===== config.mk =====
export PLATFORM = sky130hd
export DESIGN_NAME = ledkp_top
export DESIGN_NICKNAME = d
export VERILOG_FILES = /design/src/verilog/ledkp_pkg.sv /design/src/verilog/ledkp_ser_if.sv /design/src/verilog/ledkp_serial.sv /design/src/verilog/ledkp_top.sv
export SDC_FILE = /design/constraint.sdc
export NUM_CORES = 1
export LEC_CHECK = 0
export ABC_AREA = 0
export BUFFER_PORTS_ARGS = -buffer_cell sky130_fd_sc_hd__buf_2
export CORE_MARGIN = 1.5
export CORE_UTILIZATION = 50
export CTS_CLUSTER_DIAMETER = 200
export CTS_CLUSTER_SIZE = 12
export DETAILED_ROUTE_END_ITERATION = 8
export PLACE_DENSITY = 0.62
export SYNTH_ARGS = -nofsm -noshare
export SYNTH_HDL_FRONTEND = slang
export SYNTH_SLANG_ARGS = --single-unit
export TNS_END_PERCENT = 20

===== constraint.sdc =====
create_clock -name ref_clk -period 4.1 [get_ports ref_clk]
set_clock_uncertainty 0.1 [all_clocks]
set_input_delay 1.025 -clock ref_clk [delete_from_list [all_inputs] [get_ports ref_clk]]
set_output_delay 1.025 -clock ref_clk [all_outputs]
set_load 0.1 [all_outputs]

===== src/verilog/ledkp_pkg.sv =====
`default_nettype none
package ledkp_pkg;

    localparam int unsigned CLK_MHZ       = 250;
    localparam int unsigned KEY_STEP_US   = 64;
    localparam int unsigned KEY_SAMPLE_US = 60;
    localparam int unsigned BLANK_US      = 32;
    localparam int unsigned KEY_STEP_CYC   = KEY_STEP_US * CLK_MHZ;
    localparam int unsigned KEY_SAMPLE_CYC = KEY_SAMPLE_US * CLK_MHZ;
    // One sixteenth of a digit slot equals one blanking interval.
    localparam int unsigned PART_CYC       = BLANK_US * CLK_MHZ;

    localparam int unsigned DIGITS = 6;

    localparam logic [3:0] FIRST_PART = 4'h0;
    localparam logic [3:0] LAST_PART  = 4'hf;
    localparam logic [3:0] MAX_ON     = 4'he;
    localparam logic [3:0] LAST_LINE  = 4'h7;
    localparam logic [2:0] LAST_DIGIT = 3'h5;

    localparam logic [1:0] PAGE_DISP    = 2'h0;
    localparam logic [1:0] PAGE_LED     = 2'h1;
    localparam logic [1:0] PAGE_DIM     = 2'h2;
    localparam logic [1:0] PAGE_LED_DIM = 2'h3;

    localparam logic [2:0] ADDR_LED_READBACK = 3'h0;
    localparam logic [2:0] ADDR_KEY_ONE      = 3'h1;
    localparam logic [2:0] ADDR_KEY_TWO      = 3'h2;

    localparam int unsigned CMD_FIXED_BIT = 5;
    localparam int unsigned CMD_READ_BIT  = 6;
    localparam logic [4:0]  CMD_DISP_ON   = 5'h0d;
    localparam logic [4:0]  CMD_DISP_OFF  = 5'h0e;

    localparam logic [7:0] DIM_CFG_RESET = 8'hfb;
    localparam logic [7:0] KEY_RESET     = 8'h00;
    localparam logic [1:0] CONST_MODE    = 2'h3;

    // Digit on-time, LED off-time, in sixteenths for each three-bit brightness code.
    localparam logic [7:0][3:0] BRIGHT_LUT = {4'he, 4'hd, 4'hc, 4'hb,
                                              4'ha, 4'h4, 4'h2, 4'h1};

    typedef enum logic [1:0] {
        LEDKP_PH_KEY,
        LEDKP_PH_LED,
        LEDKP_PH_DIGIT
    } ledkp_phase_e;

endpackage
`default_nettype wire


===== src/verilog/ledkp_ser_if.sv =====
`timescale 1ns/1ps
`default_nettype none
interface ledkp_ser_if;
    logic [7:0] rx_byte;
    logic       rx_valid;
    logic       rx_first;
    logic       active;
    logic       tx_done;
    logic [7:0] tx_byte;
    logic       rd_mode;

    modport ser  (output rx_byte, rx_valid, rx_first, active, tx_done,
                  input  tx_byte, rd_mode);
    modport core (input  rx_byte, rx_valid, rx_first, active, tx_done,
                  output tx_byte, rd_mode);
endinterface
`default_nettype wire


===== src/verilog/ledkp_serial.sv =====
`timescale 1ns/1ps
`default_nettype none
module ledkp_serial (
    input  wire logic ref_clk,
    input  wire logic sys_rst,
    input  wire logic link_clk,
    input  wire logic frame_select_n,
    input  wire logic data_in,
    output logic      data_out,
    output logic      data_oe_n,
    ledkp_ser_if.ser  bus
);

    typedef struct packed {
        logic [2:0] clk_sy;
        logic [1:0] stb_sy;
        logic [1:0] din_sy;
        logic [7:0] shreg;
        logic [7:0] txreg;
        logic [2:0] cnt;
        logic       first;
        logic       rx_valid;
        logic       rx_first;
        logic [7:0] rx_byte;
        logic       tx_done;
        logic       dout;
        logic       oe_n;
        logic       active;
    } ledkp_ser_s;

    ledkp_ser_s s;
    ledkp_ser_s next_s;
    logic       rise;
    logic       fall;

    assign rise = s.clk_sy[1] & ~s.clk_sy[2];
    assign fall = ~s.clk_sy[1] & s.clk_sy[2];

    always_comb begin
        next_s          = s;
        next_s.clk_sy   = {s.clk_sy[1:0], link_clk};
        next_s.stb_sy   = {s.stb_sy[0], frame_select_n};
        next_s.din_sy   = {s.din_sy[0], data_in};
        next_s.rx_valid = 1'b0;
        next_s.tx_done  = 1'b0;
        if (s.stb_sy[1]) begin
            // A strobe rise drops any partial byte.
            next_s.cnt    = 3'h0;
            next_s.first  = 1'b1;
            next_s.oe_n   = 1'b1;
            next_s.dout   = 1'b1;
            next_s.active = 1'b0;
        end else begin
            next_s.active = 1'b1;
            if (fall && bus.rd_mode) begin
                next_s.oe_n = 1'b0;
                if (s.cnt == 3'h0) begin
                    // Least significant bit leaves first.
                    next_s.dout  = bus.tx_byte[0];
                    next_s.txreg = {1'b0, bus.tx_byte[7:1]};
                end else begin
                    next_s.dout  = s.txreg[0];
                    next_s.txreg = {1'b0, s.txreg[7:1]};
                end
            end
            if (rise) begin
                next_s.shreg = {s.din_sy[1], s.shreg[7:1]};
                next_s.cnt   = s.cnt + 3'h1;
                if (s.cnt == 3'h7) begin
                    if (bus.rd_mode) begin
                        next_s.tx_done = 1'b1;
                    end else begin
                        // The first byte of a frame is flagged.
                        next_s.rx_valid = 1'b1;
                        next_s.rx_byte  = {s.din_sy[1], s.shreg[7:1]};
                        next_s.rx_first = s.first;
                        next_s.first    = 1'b0;
                    end
                end
            end
        end
    end

    always_ff @(posedge ref_clk) begin
        if (sys_rst) begin
            s        <= '0;
            s.stb_sy <= 2'h3;
            s.first  <= 1'b1;
            s.oe_n   <= 1'b1;
            s.dout   <= 1'b1;
        end else begin
            s <= next_s;
        end
    end

    assign bus.rx_byte  = s.rx_byte;
    assign bus.rx_valid = s.rx_valid;
    assign bus.rx_first = s.rx_first;
    assign bus.active   = s.active;
    assign bus.tx_done  = s.tx_done;
    assign data_out     = s.dout;
    assign data_oe_n    = s.oe_n;
endmodule // ledkp_serial
`default_nettype wire


===== src/verilog/ledkp_top.sv =====
// What this block does
// - Every grid is off during the first and last sixteenth of a digit.
// - Key scan keeps grids off, drives one segment line at a time, 64 us.
// - Both key returns are sampled 60 us into each segment step.
// - LED slot lights only the LED grid, segments from data and brightness.
// - LED brightness is off time within a 14/16 on window.
// - Digit slots use common or per-digit dimming, 1/16 to 14/16.
// - A 32 us blank precedes each grid turning on and follows its turning off.
// - Digits step up to the configured count, then key scan restarts.
// - With display off the digit slots are skipped entirely.
// - After reset all segment and grid outputs are off.
// - A changed key state drives the low interrupt as a level.
// - Interrupt clears only when the key byte is fully read out.
// - A second-byte key keeps interrupt low until that byte is read.
// - Key bytes return LSB first, return line a then b.
// - Key bytes start at zero and follow sampled presses.
// - First byte after strobe falls is the command, later bytes data.
// - Strobe rising mid byte drops the partial byte only.
// - Command: address 2:0, page 4:3, fixed 5, read 6, bit 7 ignored.
// - Write commands latch display and address mode flags, reset off.
// - Write command low bits 01101 turns display on, 01110 off.
// - Page one reads give Discrete_led_readback, key byte one, key byte two.
// - Page one reads start at the command address, stop after three.
// - Digit count field 000 to 101 selects one to six digits.
// - Brightness codes map to 1,2,4,10,11,12,13,14 sixteenths.
// - Auto mode advances the pointer per data byte, fixed mode holds.
`timescale 1ns/1ps
`default_nettype none
module ledkp_top #(
    parameter int unsigned KEY_STEP_CYC   = ledkp_pkg::KEY_STEP_CYC,
    parameter int unsigned KEY_SAMPLE_CYC = ledkp_pkg::KEY_SAMPLE_CYC,
    parameter int unsigned PART_CYC       = ledkp_pkg::PART_CYC
) (
    input  wire logic       ref_clk,
    input  wire logic       sys_rst,
    input  wire logic       link_clk,
    input  wire logic       frame_select_n,
    input  wire logic       data_in,
    input  wire logic       key_return_a,
    input  wire logic       key_return_b,
    output logic            data_out,
    output logic            data_oe_n,
    output logic [7:0]      seg_out,
    output logic [5:0]      grid_out,
    output logic            led_grid,
    output logic            key_irq_n
);

    localparam logic [15:0] STEP_LAST   = 16'(KEY_STEP_CYC - 1);
    localparam logic [15:0] SAMPLE_LAST = 16'(KEY_SAMPLE_CYC - 1);
    localparam logic [15:0] PART_LAST   = 16'(PART_CYC - 1);

    typedef struct packed {
        ledkp_pkg::ledkp_phase_e phase;
        logic [15:0]             cyc;
        logic [3:0]              sub;
        logic [2:0]              digit;
        logic [1:0]              ka_sy;
        logic [1:0]              kb_sy;
        logic [7:0]              scan_a;
        logic [7:0]              scan_b;
        logic [7:0]              key_a;
        logic [7:0]              key_b;
        logic                    irq_a;
        logic                    irq_b;
        logic                    disp_on;
        logic                    fixed;
        logic                    rd;
        logic [1:0]              page;
        logic [2:0]              ptr;
        logic [7:0]              discrete_led_readback;
        logic [5:0][7:0]         disp;
        logic [3:0][7:0]         dim;
        logic [3:0][7:0]         led_dim;
        logic [7:0]              seg_out;
        logic [5:0]              grid_out;
        logic                    led_grid;
        logic                    irq_n;
    } ledkp_core_s;

    ledkp_core_s s;
    ledkp_core_s next_s;
    ledkp_ser_if ser_bus ();

    ledkp_serial u_serial (
        .ref_clk        (ref_clk),
        .sys_rst        (sys_rst),
        .link_clk       (link_clk),
        .frame_select_n (frame_select_n),
        .data_in        (data_in),
        .data_out       (data_out),
        .data_oe_n      (data_oe_n),
        .bus            (ser_bus)
    );

    always_comb begin
        logic [3:0] wd;
        logic [2:0] code;
        logic [1:0] idx;
        logic [2:0] last;
        logic [7:0] b;
        logic       part_end;
        logic       key_done;
        logic       const_dim;
        wd        = 4'h0;
        part_end  = 1'b0;
        code      = 3'h0;
        idx       = 2'h0;
        b         = ser_bus.rx_byte;
        key_done  = 1'b0;
        const_dim = (s.dim[0][4:3] == ledkp_pkg::CONST_MODE);
        // Digit count codes above six digits are clipped.
        last      = (s.dim[0][2:0] > ledkp_pkg::LAST_DIGIT) ?
                    ledkp_pkg::LAST_DIGIT : s.dim[0][2:0];
        next_s          = s;
        next_s.ka_sy    = {s.ka_sy[0], key_return_a};
        next_s.kb_sy    = {s.kb_sy[0], key_return_b};
        next_s.seg_out  = 8'h00;
        next_s.grid_out = 6'h00;
        next_s.led_grid = 1'b0;

        case (s.phase)
            ledkp_pkg::LEDKP_PH_KEY: begin
                next_s.seg_out = 8'h01 << s.sub[2:0];
            end
            ledkp_pkg::LEDKP_PH_LED: begin
                next_s.led_grid = (s.sub != ledkp_pkg::FIRST_PART) &&
                                  (s.sub != ledkp_pkg::LAST_PART);
                for (int i = 0; i < 8; i++) begin
                    idx  = 2'(i / 2);
                    code = const_dim ? s.dim[0][7:5] :
                           (i[0] ? s.led_dim[idx][6:4] : s.led_dim[idx][2:0]);
                    wd   = ledkp_pkg::BRIGHT_LUT[code];
                    // Brightness is the off part of the window.
                    next_s.seg_out[i] = s.discrete_led_readback[i] && (s.sub > wd) &&
                                        (s.sub <= ledkp_pkg::MAX_ON);
                end
            end
            ledkp_pkg::LEDKP_PH_DIGIT: begin
                idx  = 2'(s.digit[2:1] + 2'h1);
                code = const_dim ? s.dim[0][7:5] :
                       (s.digit[0] ? s.dim[idx][6:4] : s.dim[idx][2:0]);
                wd   = ledkp_pkg::BRIGHT_LUT[code];
                // Part 0 and the parts after the window are blank.
                if (s.sub != ledkp_pkg::FIRST_PART && s.sub <= wd) begin
                    next_s.grid_out = 6'h01 << s.digit;
                    next_s.seg_out  = s.disp[s.digit];
                end
            end
            default: ;
        endcase

        // Slot timing runs off the local clock alone.
        part_end = (s.phase == ledkp_pkg::LEDKP_PH_KEY) ?
                   (s.cyc == STEP_LAST) : (s.cyc == PART_LAST);
        next_s.cyc = part_end ? 16'h0000 : s.cyc + 16'h0001;
        case (s.phase)
            ledkp_pkg::LEDKP_PH_KEY: begin
                if (s.cyc == SAMPLE_LAST) begin
                    next_s.scan_a[s.sub[2:0]] = s.ka_sy[1];
                    next_s.scan_b[s.sub[2:0]] = s.kb_sy[1];
                end
                if (part_end) begin
                    next_s.sub = s.sub + 4'h1;
                    if (s.sub == ledkp_pkg::LAST_LINE) begin
                        key_done     = 1'b1;
                        next_s.sub   = 4'h0;
                        next_s.digit = 3'h0;
                        if (s.discrete_led_readback != 8'h00) begin
                            next_s.phase = ledkp_pkg::LEDKP_PH_LED;
                        end else if (s.disp_on) begin
                            next_s.phase = ledkp_pkg::LEDKP_PH_DIGIT;
                        end
                    end
                end
            end
            ledkp_pkg::LEDKP_PH_LED: begin
                if (part_end) begin
                    next_s.sub = s.sub + 4'h1;
                    if (s.sub == ledkp_pkg::LAST_PART) begin
                        next_s.phase = s.disp_on ? ledkp_pkg::LEDKP_PH_DIGIT :
                                       ledkp_pkg::LEDKP_PH_KEY;
                    end
                end
            end
            ledkp_pkg::LEDKP_PH_DIGIT: begin
                if (!s.disp_on) begin
                    next_s.phase = ledkp_pkg::LEDKP_PH_KEY;
                    next_s.cyc   = 16'h0000;
                    next_s.sub   = 4'h0;
                end else if (part_end) begin
                    next_s.sub = s.sub + 4'h1;
                    if (s.sub == ledkp_pkg::LAST_PART) begin
                        if (s.digit >= last) begin
                            next_s.phase = ledkp_pkg::LEDKP_PH_KEY;
                            next_s.digit = 3'h0;
                        end else begin
                            next_s.digit = s.digit + 3'h1;
                        end
                    end
                end
            end
            default: begin
                next_s.phase = ledkp_pkg::LEDKP_PH_KEY;
            end
        endcase

        if (!ser_bus.active) begin
            next_s.rd = 1'b0;
        end
        if (ser_bus.rx_valid) begin
            if (ser_bus.rx_first) begin
                // Command decode; bit 7 takes no part.
                next_s.page  = b[4:3];
                next_s.ptr   = b[2:0];
                next_s.fixed = b[ledkp_pkg::CMD_FIXED_BIT];
                next_s.rd    = b[ledkp_pkg::CMD_READ_BIT];
                if (!b[ledkp_pkg::CMD_READ_BIT]) begin
                    if (b[4:0] == ledkp_pkg::CMD_DISP_ON) begin
                        next_s.disp_on = 1'b1;
                    end else if (b[4:0] == ledkp_pkg::CMD_DISP_OFF) begin
                        next_s.disp_on = 1'b0;
                    end
                end
            end else if (!s.rd) begin
                case (s.page)
                    ledkp_pkg::PAGE_DISP: begin
                        if (s.ptr <= ledkp_pkg::LAST_DIGIT) begin
                            next_s.disp[s.ptr] = b;
                        end
                    end
                    ledkp_pkg::PAGE_LED: begin
                        if (s.ptr == ledkp_pkg::ADDR_LED_READBACK) begin
                            next_s.discrete_led_readback = b;
                        end
                    end
                    ledkp_pkg::PAGE_DIM: begin
                        if (!s.ptr[2]) next_s.dim[s.ptr[1:0]] = b;
                    end
                    ledkp_pkg::PAGE_LED_DIM: begin
                        if (!s.ptr[2]) next_s.led_dim[s.ptr[1:0]] = b;
                    end
                    default: ;
                endcase
                if (!s.fixed) begin
                    next_s.ptr = s.ptr + 3'h1;
                end
            end
        end
        if (ser_bus.tx_done && s.page == ledkp_pkg::PAGE_LED) begin
            // A key byte read to its end clears its flag.
            if (s.ptr == ledkp_pkg::ADDR_KEY_ONE) next_s.irq_a = 1'b0;
            if (s.ptr == ledkp_pkg::ADDR_KEY_TWO) next_s.irq_b = 1'b0;
            if (!s.fixed && s.ptr < ledkp_pkg::ADDR_KEY_TWO) begin
                next_s.ptr = s.ptr + 3'h1;
            end
        end
        if (key_done) begin
            // Set after clear, so a change in the same cycle as a clear is not lost.
            if (next_s.scan_a != s.key_a) next_s.irq_a = 1'b1;
            if (next_s.scan_b != s.key_b) next_s.irq_b = 1'b1;
            next_s.key_a = next_s.scan_a;
            next_s.key_b = next_s.scan_b;
        end
        next_s.irq_n = ~(next_s.irq_a | next_s.irq_b);
    end

    always_ff @(posedge ref_clk) begin
        if (sys_rst) begin
            s        <= '0;
            s.phase  <= ledkp_pkg::LEDKP_PH_KEY;
            s.dim[0] <= ledkp_pkg::DIM_CFG_RESET;
            s.key_a  <= ledkp_pkg::KEY_RESET;
            s.key_b  <= ledkp_pkg::KEY_RESET;
            s.irq_n  <= 1'b1;
        end else begin
            s <= next_s;
        end
    end

    // Page one read data; other pages read back as zero.
    assign ser_bus.tx_byte =
        (s.page != ledkp_pkg::PAGE_LED)         ? 8'h00 :
        (s.ptr == ledkp_pkg::ADDR_LED_READBACK) ? s.discrete_led_readback :
        (s.ptr == ledkp_pkg::ADDR_KEY_ONE)      ? s.key_a :
        (s.ptr == ledkp_pkg::ADDR_KEY_TWO)      ? s.key_b : 8'h00;
    assign ser_bus.rd_mode = s.rd;
    assign seg_out   = s.seg_out;
    assign grid_out  = s.grid_out;
    assign led_grid  = s.led_grid;
    assign key_irq_n = s.irq_n;
endmodule // ledkp_top
`default_nettype wire


== Word level (Yosys, flattened, before mapping) ==
Memories as Yosys holds them, arrays and structs flattened.
Cells that the tools add are included.
Storage, ports and cells
  register bits: 248
  output and inout port bits: 18
  ROM bits: 288
  input port bits: 7
  memories kept: 9
Memories
  (name not given): depth 8, bits a word 4, rd ports 1, clocked after Yosys merged registers in 0, write ports 0, RTL line ledkp_top.sv:143  | wd = ledkp_pkg::BRIGHT_LUT[code];
  (name not given): depth 8, bits a word 4, rd ports 1, clocked after Yosys merged registers in 0, write ports 0, RTL line ledkp_top.sv:133  | wd = ledkp_pkg::BRIGHT_LUT[code];
  (name not given): depth 8, bits a word 4, rd ports 1, clocked after Yosys merged registers in 0, write ports 0, RTL line ledkp_top.sv:133
  (name not given): depth 8, bits a word 4, rd ports 1, clocked after Yosys merged registers in 0, write ports 0, RTL line ledkp_top.sv:133
  (name not given): depth 8, bits a word 4, rd ports 1, clocked after Yosys merged registers in 0, write ports 0, RTL line ledkp_top.sv:133
  (name not given): depth 8, bits a word 4, rd ports 1, clocked after Yosys merged registers in 0, write ports 0, RTL line ledkp_top.sv:133
  3 more memories
Cells by class
  add/subtract/negate cells: 6
  reduce and logical (&&, ||, !) cells: 51
  mux-type cells: 102
  $lt $le $gt $ge: 31
  bitwise logic cells: 16
  equal/unequal tests: 31
  shifts and indexed selects: 2
Operators by type and width (count)
  32-bit two-way mux: 4
  126-bit two-way mux: 1
  123-bit two-way mux: 1
  120-bit two-way mux: 1
  48-bit two-way mux: 2
  16-bit two-way mux: 5
  8-bit two-way mux: 9
  32-bit bitwise mux: 2
  3-bit two-way mux: 19
  48-bit bitwise mux: 1
  3-bit by 4-bit < comparator with 1-bit output (second input constant): 12
  4-bit two-way mux: 11
  7-bit two-way mux: 5
  16-bit by 14-bit == test with 1-bit output (second input constant): 2
  4-bit > comparator: 8
  2-bit two-way mux: 13
  8-bit binary-select mux with 3-bit select: 1
  8-bit demux with 3-bit select: 1
  1-bit logical AND: 24
  8-bit one-hot mux with 3 select lines: 1
  5-bit AND reduction: 4
  16-bit by 1-bit adder with 16-bit output (second input constant): 1
  8-bit binary-select mux with 2-bit select: 1
  8-bit bitwise mux: 2
  55 further kinds: 108

== Longest topological paths before layout ==
  depth in word-level cells: 12
  gate-level depth with buffers: 17
  gate-level depth less buffers: 15

== Hierarchy ==
Synthesis repeated with hierarchy kept, for this count alone.
Unflattened totals
  cell total of the unflattened synthesis: 1488
  area total of the unflattened synthesis: 12348.1 µm²
Modules (own cells, without submodules)
  ledkp_top: cells an instance 1325, area an instance 10737.8 µm², sequential area each 3863.7 µm², times used 1
  ledkp_serial: cells an instance 163, area an instance 1610.3 µm², sequential area each 780.7 µm², times used 1

== Least setup slack after synthesis ==
Ideal clock, no wire load.
  kind: reg2reg
  start point: reg s[183] in the netlist's numbering
  end point: reg s (netlist bit grid_out[0])
  stages on the path, launching flop included: 18
  setup slack: 0.410 ns
  data arrival time: 3.530 ns
  data required time: 3.941 ns
  library setup time: 0.059 ns
  period minus slack after synthesis: 3.690 ns
  path through: dfxtp_1 clkbuf_1 buf_2 mux4_2 nand2_1 a31oi_1 inv_1 ha_1 nor2_1 a21oi_1 ha_1 nor2b_1 o21a_1 o21a_1 o21ai_0 nand3_1 nor3_1 and2_1
Between the ends
  longest elaborated chain between the ends: 11
RTL lines
  start: declaration: RTL line ledkp_top.sv:81  | ledkp_core_s s;
  start signal: assignment: RTL line ledkp_top.sv:277  | s <= next_s;
  2-bit by 1-bit adder with 2-bit output: RTL line ledkp_top.sv:140  | idx = 2'(s.digit[2:1] + 2'h1);
  8-bit binary-select mux with 2-bit select: RTL line ledkp_top.sv:142  | (s.digit[0] ? s.dim[idx][6:4] : s.dim[idx][2:0]);
  7-bit two-way mux (implied by the code): RTL line ledkp_top.sv:142
  3-bit two-way mux: RTL line ledkp_top.sv:142
  3-bit two-way mux: RTL line ledkp_top.sv:141  | code = const_dim ? s.dim[0][7:5] :
  memory 8 x 4 bit
  4-bit two-way mux (implied by the code): RTL line ledkp_top.sv:143
  4-bit <= comparator: RTL line ledkp_top.sv:145  | if (s.sub != ledkp_pkg::FIRST_PART && s.sub <= wd) begin
  1-bit logical AND: RTL line ledkp_top.sv:145
  1-bit inverter (no line)
  3-bit OR reduction (no line)
Parallel ways exist; a longest one is shown, timed or not. The select of a mux whose other input is x is not followed.
A chain may end at the register's enable or synchronous reset.

== Worst setup path after layout ==
  start point: reg s[183] in the netlist's numbering
  end point: reg s (netlist bit grid_out[1])
Same word-level chain as after synthesis.

==> flow_metrics.tcl <==
set metrics [dict create \
    routed_wl_mm 30.72 \
    startpoint_type "flip-flop" \
    postSynthAreaPerCell_um2 8.494 \
    cts_setup_buffers 0 \
    setup_tns_ns 0 \
    ir_worst_vdd_uv 284.7 \
    grt_start_max_net_pins 83 \
    synth_area_leaders "dfxtp_1 (38%), mux2i_1 (8.0%), ha_1 (6.6%), nor2_1 (5.7%), a21oi_1 (4.9%)" \
    grt-ovfl-total 0 \
    synth_edf_count 0 \
    synth_cell_types 75 \
    num_vias 9932 \
    worstSetupEndpointType "flip-flop" \
    synthArstFlopShare 0 \
    clock_path_buffers 3 \
    p_int_mw 3.279 \
    fin_crit_ns 3.816 \
    num_io_pins 25 \
    drive_above_1_share 0.07968 \
    ctsRootBufferMaster "clkbuf_16" \
    crit_arrival_ns 4.19 \
    critPathRequiredTime_ns 4.47 \
    clock_sinks 232 \
    synth-main-ff-cell "dfxtp_1" \
    fillers 2261 \
    num_rows 56 \
    synth-seq-cells 232 \
    track_usage 0.2426 \
    clkTransAtPathRegs_ns 0.06 \
    rsz0062_at_grt "false" \
    stdcell_count 1712 \
    switching_share 0.2179 \
    syn-num-nets 1498 \
    cellPowerDensity_nw_per_um2 323.2 \
    antenna_cells 0 \
    critPathMaxFanout 10 \
    drtIter0Drc 710 \
    setup_ws_ns 0.2837 \
    post-place-ws_ns 0.2056 \
    clkLatencyLatePin_ns 0.53 \
    met2_usage 0.3786 \
    htree_levels 1 \
    viasPerCell 5.801 \
    die_x_um 158.7 \
    power.share.clock 0.444 \
    avgRoutedWirePerCell_um 17.94 \
    max_freq_mhz 262.0 \
    dp_hpwl_mm 21.06 \
    place_congestion 0.8522 \
    place_area_um2 12360 \
    slew_violations 0 \
    p_seq_frac 0.541 \
    syn_area_um2 12120 \
    syn-instance-count 1427 \
    post-synth-top-area-fraction 0.3832 \
    start_util 0.5134 \
    stdcell_area_um2 12970 \
    postCtsResizedCells 0 \
    synth_top_area_cell "dfxtp_1" \
    status "finished, final reports clean" \
    timing.hold.worst.class "reg2reg" \
    core_um2 23610 \
    grt_pass1_wl_mm 50.13 \
    busiest_layer "met2" \
    cp_common_cell "a21oi_1" \
    cp_cell_sequence "mux4_2, nand2_1, a21oi_1, a21oi_1, ha_1, nor2_1, a21oi_1, ha_1, nor2b_1, o21a_1, o21a_1, o21ai_0, nand3_2, nor3_1, and2_1" \
    fin_crit_sh 0.9308 \
    cts_inserted_buffers 23 \
    grt_pass1_vias 9362 \
    holdWs_ns 0.3075 \
    ys_seq_area_frac 0.3832 \
    cpMaxStageDelayCell "mux4_2" \
    maxCapViolCount 0 \
    finalHoldViolations 0 \
    criticalPathCategory "reg2reg" \
    final-setup-viol-count 0 \
    die-area_um2 25190 \
    p_leak_nw 4.916 \
    ys_warn_count 0 \
    use_met3 0.03318 \
    antenna_found_initial 1 \
    hold_buffers 0 \
    dp.cells 1687 \
    max_slew_margin 0.3456 \
    combPwrFrac 0.015 \
    first_pass_iters 5 \
    ant_nets 0 \
    drc_errors 0 \
    worst_pin_slew_ns 0.9803 \
    slowest_delay_ns 0.56 \
    area_growth_pct 7.019 \
    port_buffers 24 \
    use_met1 0.3508 \
    layout.nets 1464 \
    cts_tree "built" \
    die_h_um 158.7 \
    switchingPower_uw 913.7 \
]
cell type report:
class	count	area [um^2]	share of cell area
tap	319	399.1	0.03077
inverter	45	168.9	0.01302
multi-input combinational	1044	6844	0.5276
clock inverter	2	28.78	0.002218
timing repair buffer	47	311.5	0.02402
clock buffer	23	575.6	0.04437
sequential	232	4644	0.3580
final timing paths:
check,slack (ns),start,cells after the start,endpoint
max,0.28,s[183],15,grid_out[1]
min,0.31,u_serial.next_s[37],1,u_serial.s[37]
max reg2reg,0.28,s[183],15,grid_out[1]
min reg2reg,0.31,u_serial.next_s[37],1,u_serial.s[37]
metal layers:
layer / share of wire / up-vias / routed length (um)
met5: 0.00033 / - / 10
met4: 0.021 / 2 / 651
met3: 0.053 / 55 / 1637
met2: 0.44 / 256 / 13560
met1: 0.48 / 4693 / 14860
li1: - / 4926 / -
cells in the mapped netlist (all sizes together), types with 21 or more instances:
cell	count
a211oi	22
clkbuf	69
inv	44
xnor2	22
mux2i	97
buf	37
nor2	184
dfxtp	232
a21oi	119
ha	64
nand4	21
nand2	131
nor2b	40
o21ai	58
nand3	74
cell usage in the layout (no fill, tap or decap), types with 5 or more instances in the layout:
| master | instances |
|---|---|
| a22oi_1 | 16 |
| nor3_1 | 11 |
| o221ai_1 | 7 |
| ha_1 | 64 |
| a211oi_1 | 22 |
| clkbuf_16 | 23 |
| mux2i_1 | 97 |
| a211o_1 | 11 |
| nand4_1 | 20 |
| a21oi_1 | 119 |
| nand3_1 | 72 |
| xnor2_1 | 22 |
| dfxtp_1 | 232 |
| and3_1 | 16 |
| mux4_2 | 14 |
| inv_1 | 44 |
| o22ai_1 | 5 |
| and2_1 | 9 |
| o21ai_0 | 57 |
| o211ai_1 | 7 |
| nand2_1 | 131 |
| or2_2 | 6 |
| nand2b_1 | 14 |
| buf_4 | 22 |
| buf_2 | 23 |
| xor2_1 | 8 |
| nor2b_1 | 40 |
| nor2_1 | 183 |
| o31ai_1 | 6 |
power by group through the flow:
stage          Clock [mW]  Combinational (mW)  Sequential (mW)
6_report             1.86              0.0617             2.27
5_1_grt              1.99              0.0689             2.27
4_1_cts              1.92              0.0622             2.27
3_5_place_dp            0              0.0623             2.32
3_3_place_gp            0              0.0622             2.32
2_1_floorplan           0              0.0494             2.32
cells by family (layout without fill, tap and decap cells):
kind of cell    Yosys count  in the layout  share of synthesized area
compound gates          288            288                     0.1460
flops                   232            232                     0.3832
buf+inv                 151            117                    0.05440
simple gates            547            547                     0.2189
xor+xnor                 30             30                    0.02168
fa+ha+maj                64             64                    0.06606
mux                     115            115                     0.1098
per-stage QoR:
step	utilization	total power, mW
2_1_floorplan	-	2.365
3_3_place_gp	0.5236	2.382
3_5_place_dp	0.5236	2.382
4_1_cts	0.5492	4.250
5_1_grt	0.5494	4.333
6_report	0.5494	4.193
critical path: cells and delay by family (launching register included):
family | cells | cell delay, ns
AO/OA/AOI/OAI | 6 | 0.93
adder cells (fa/ha/maj) | 2 | 0.61
flip-flops | 1 | 0.52
multiplexers | 1 | 0.56
AND/OR/NAND/NOR | 6 | 1.05
Power figures use the tool's default switching activity.
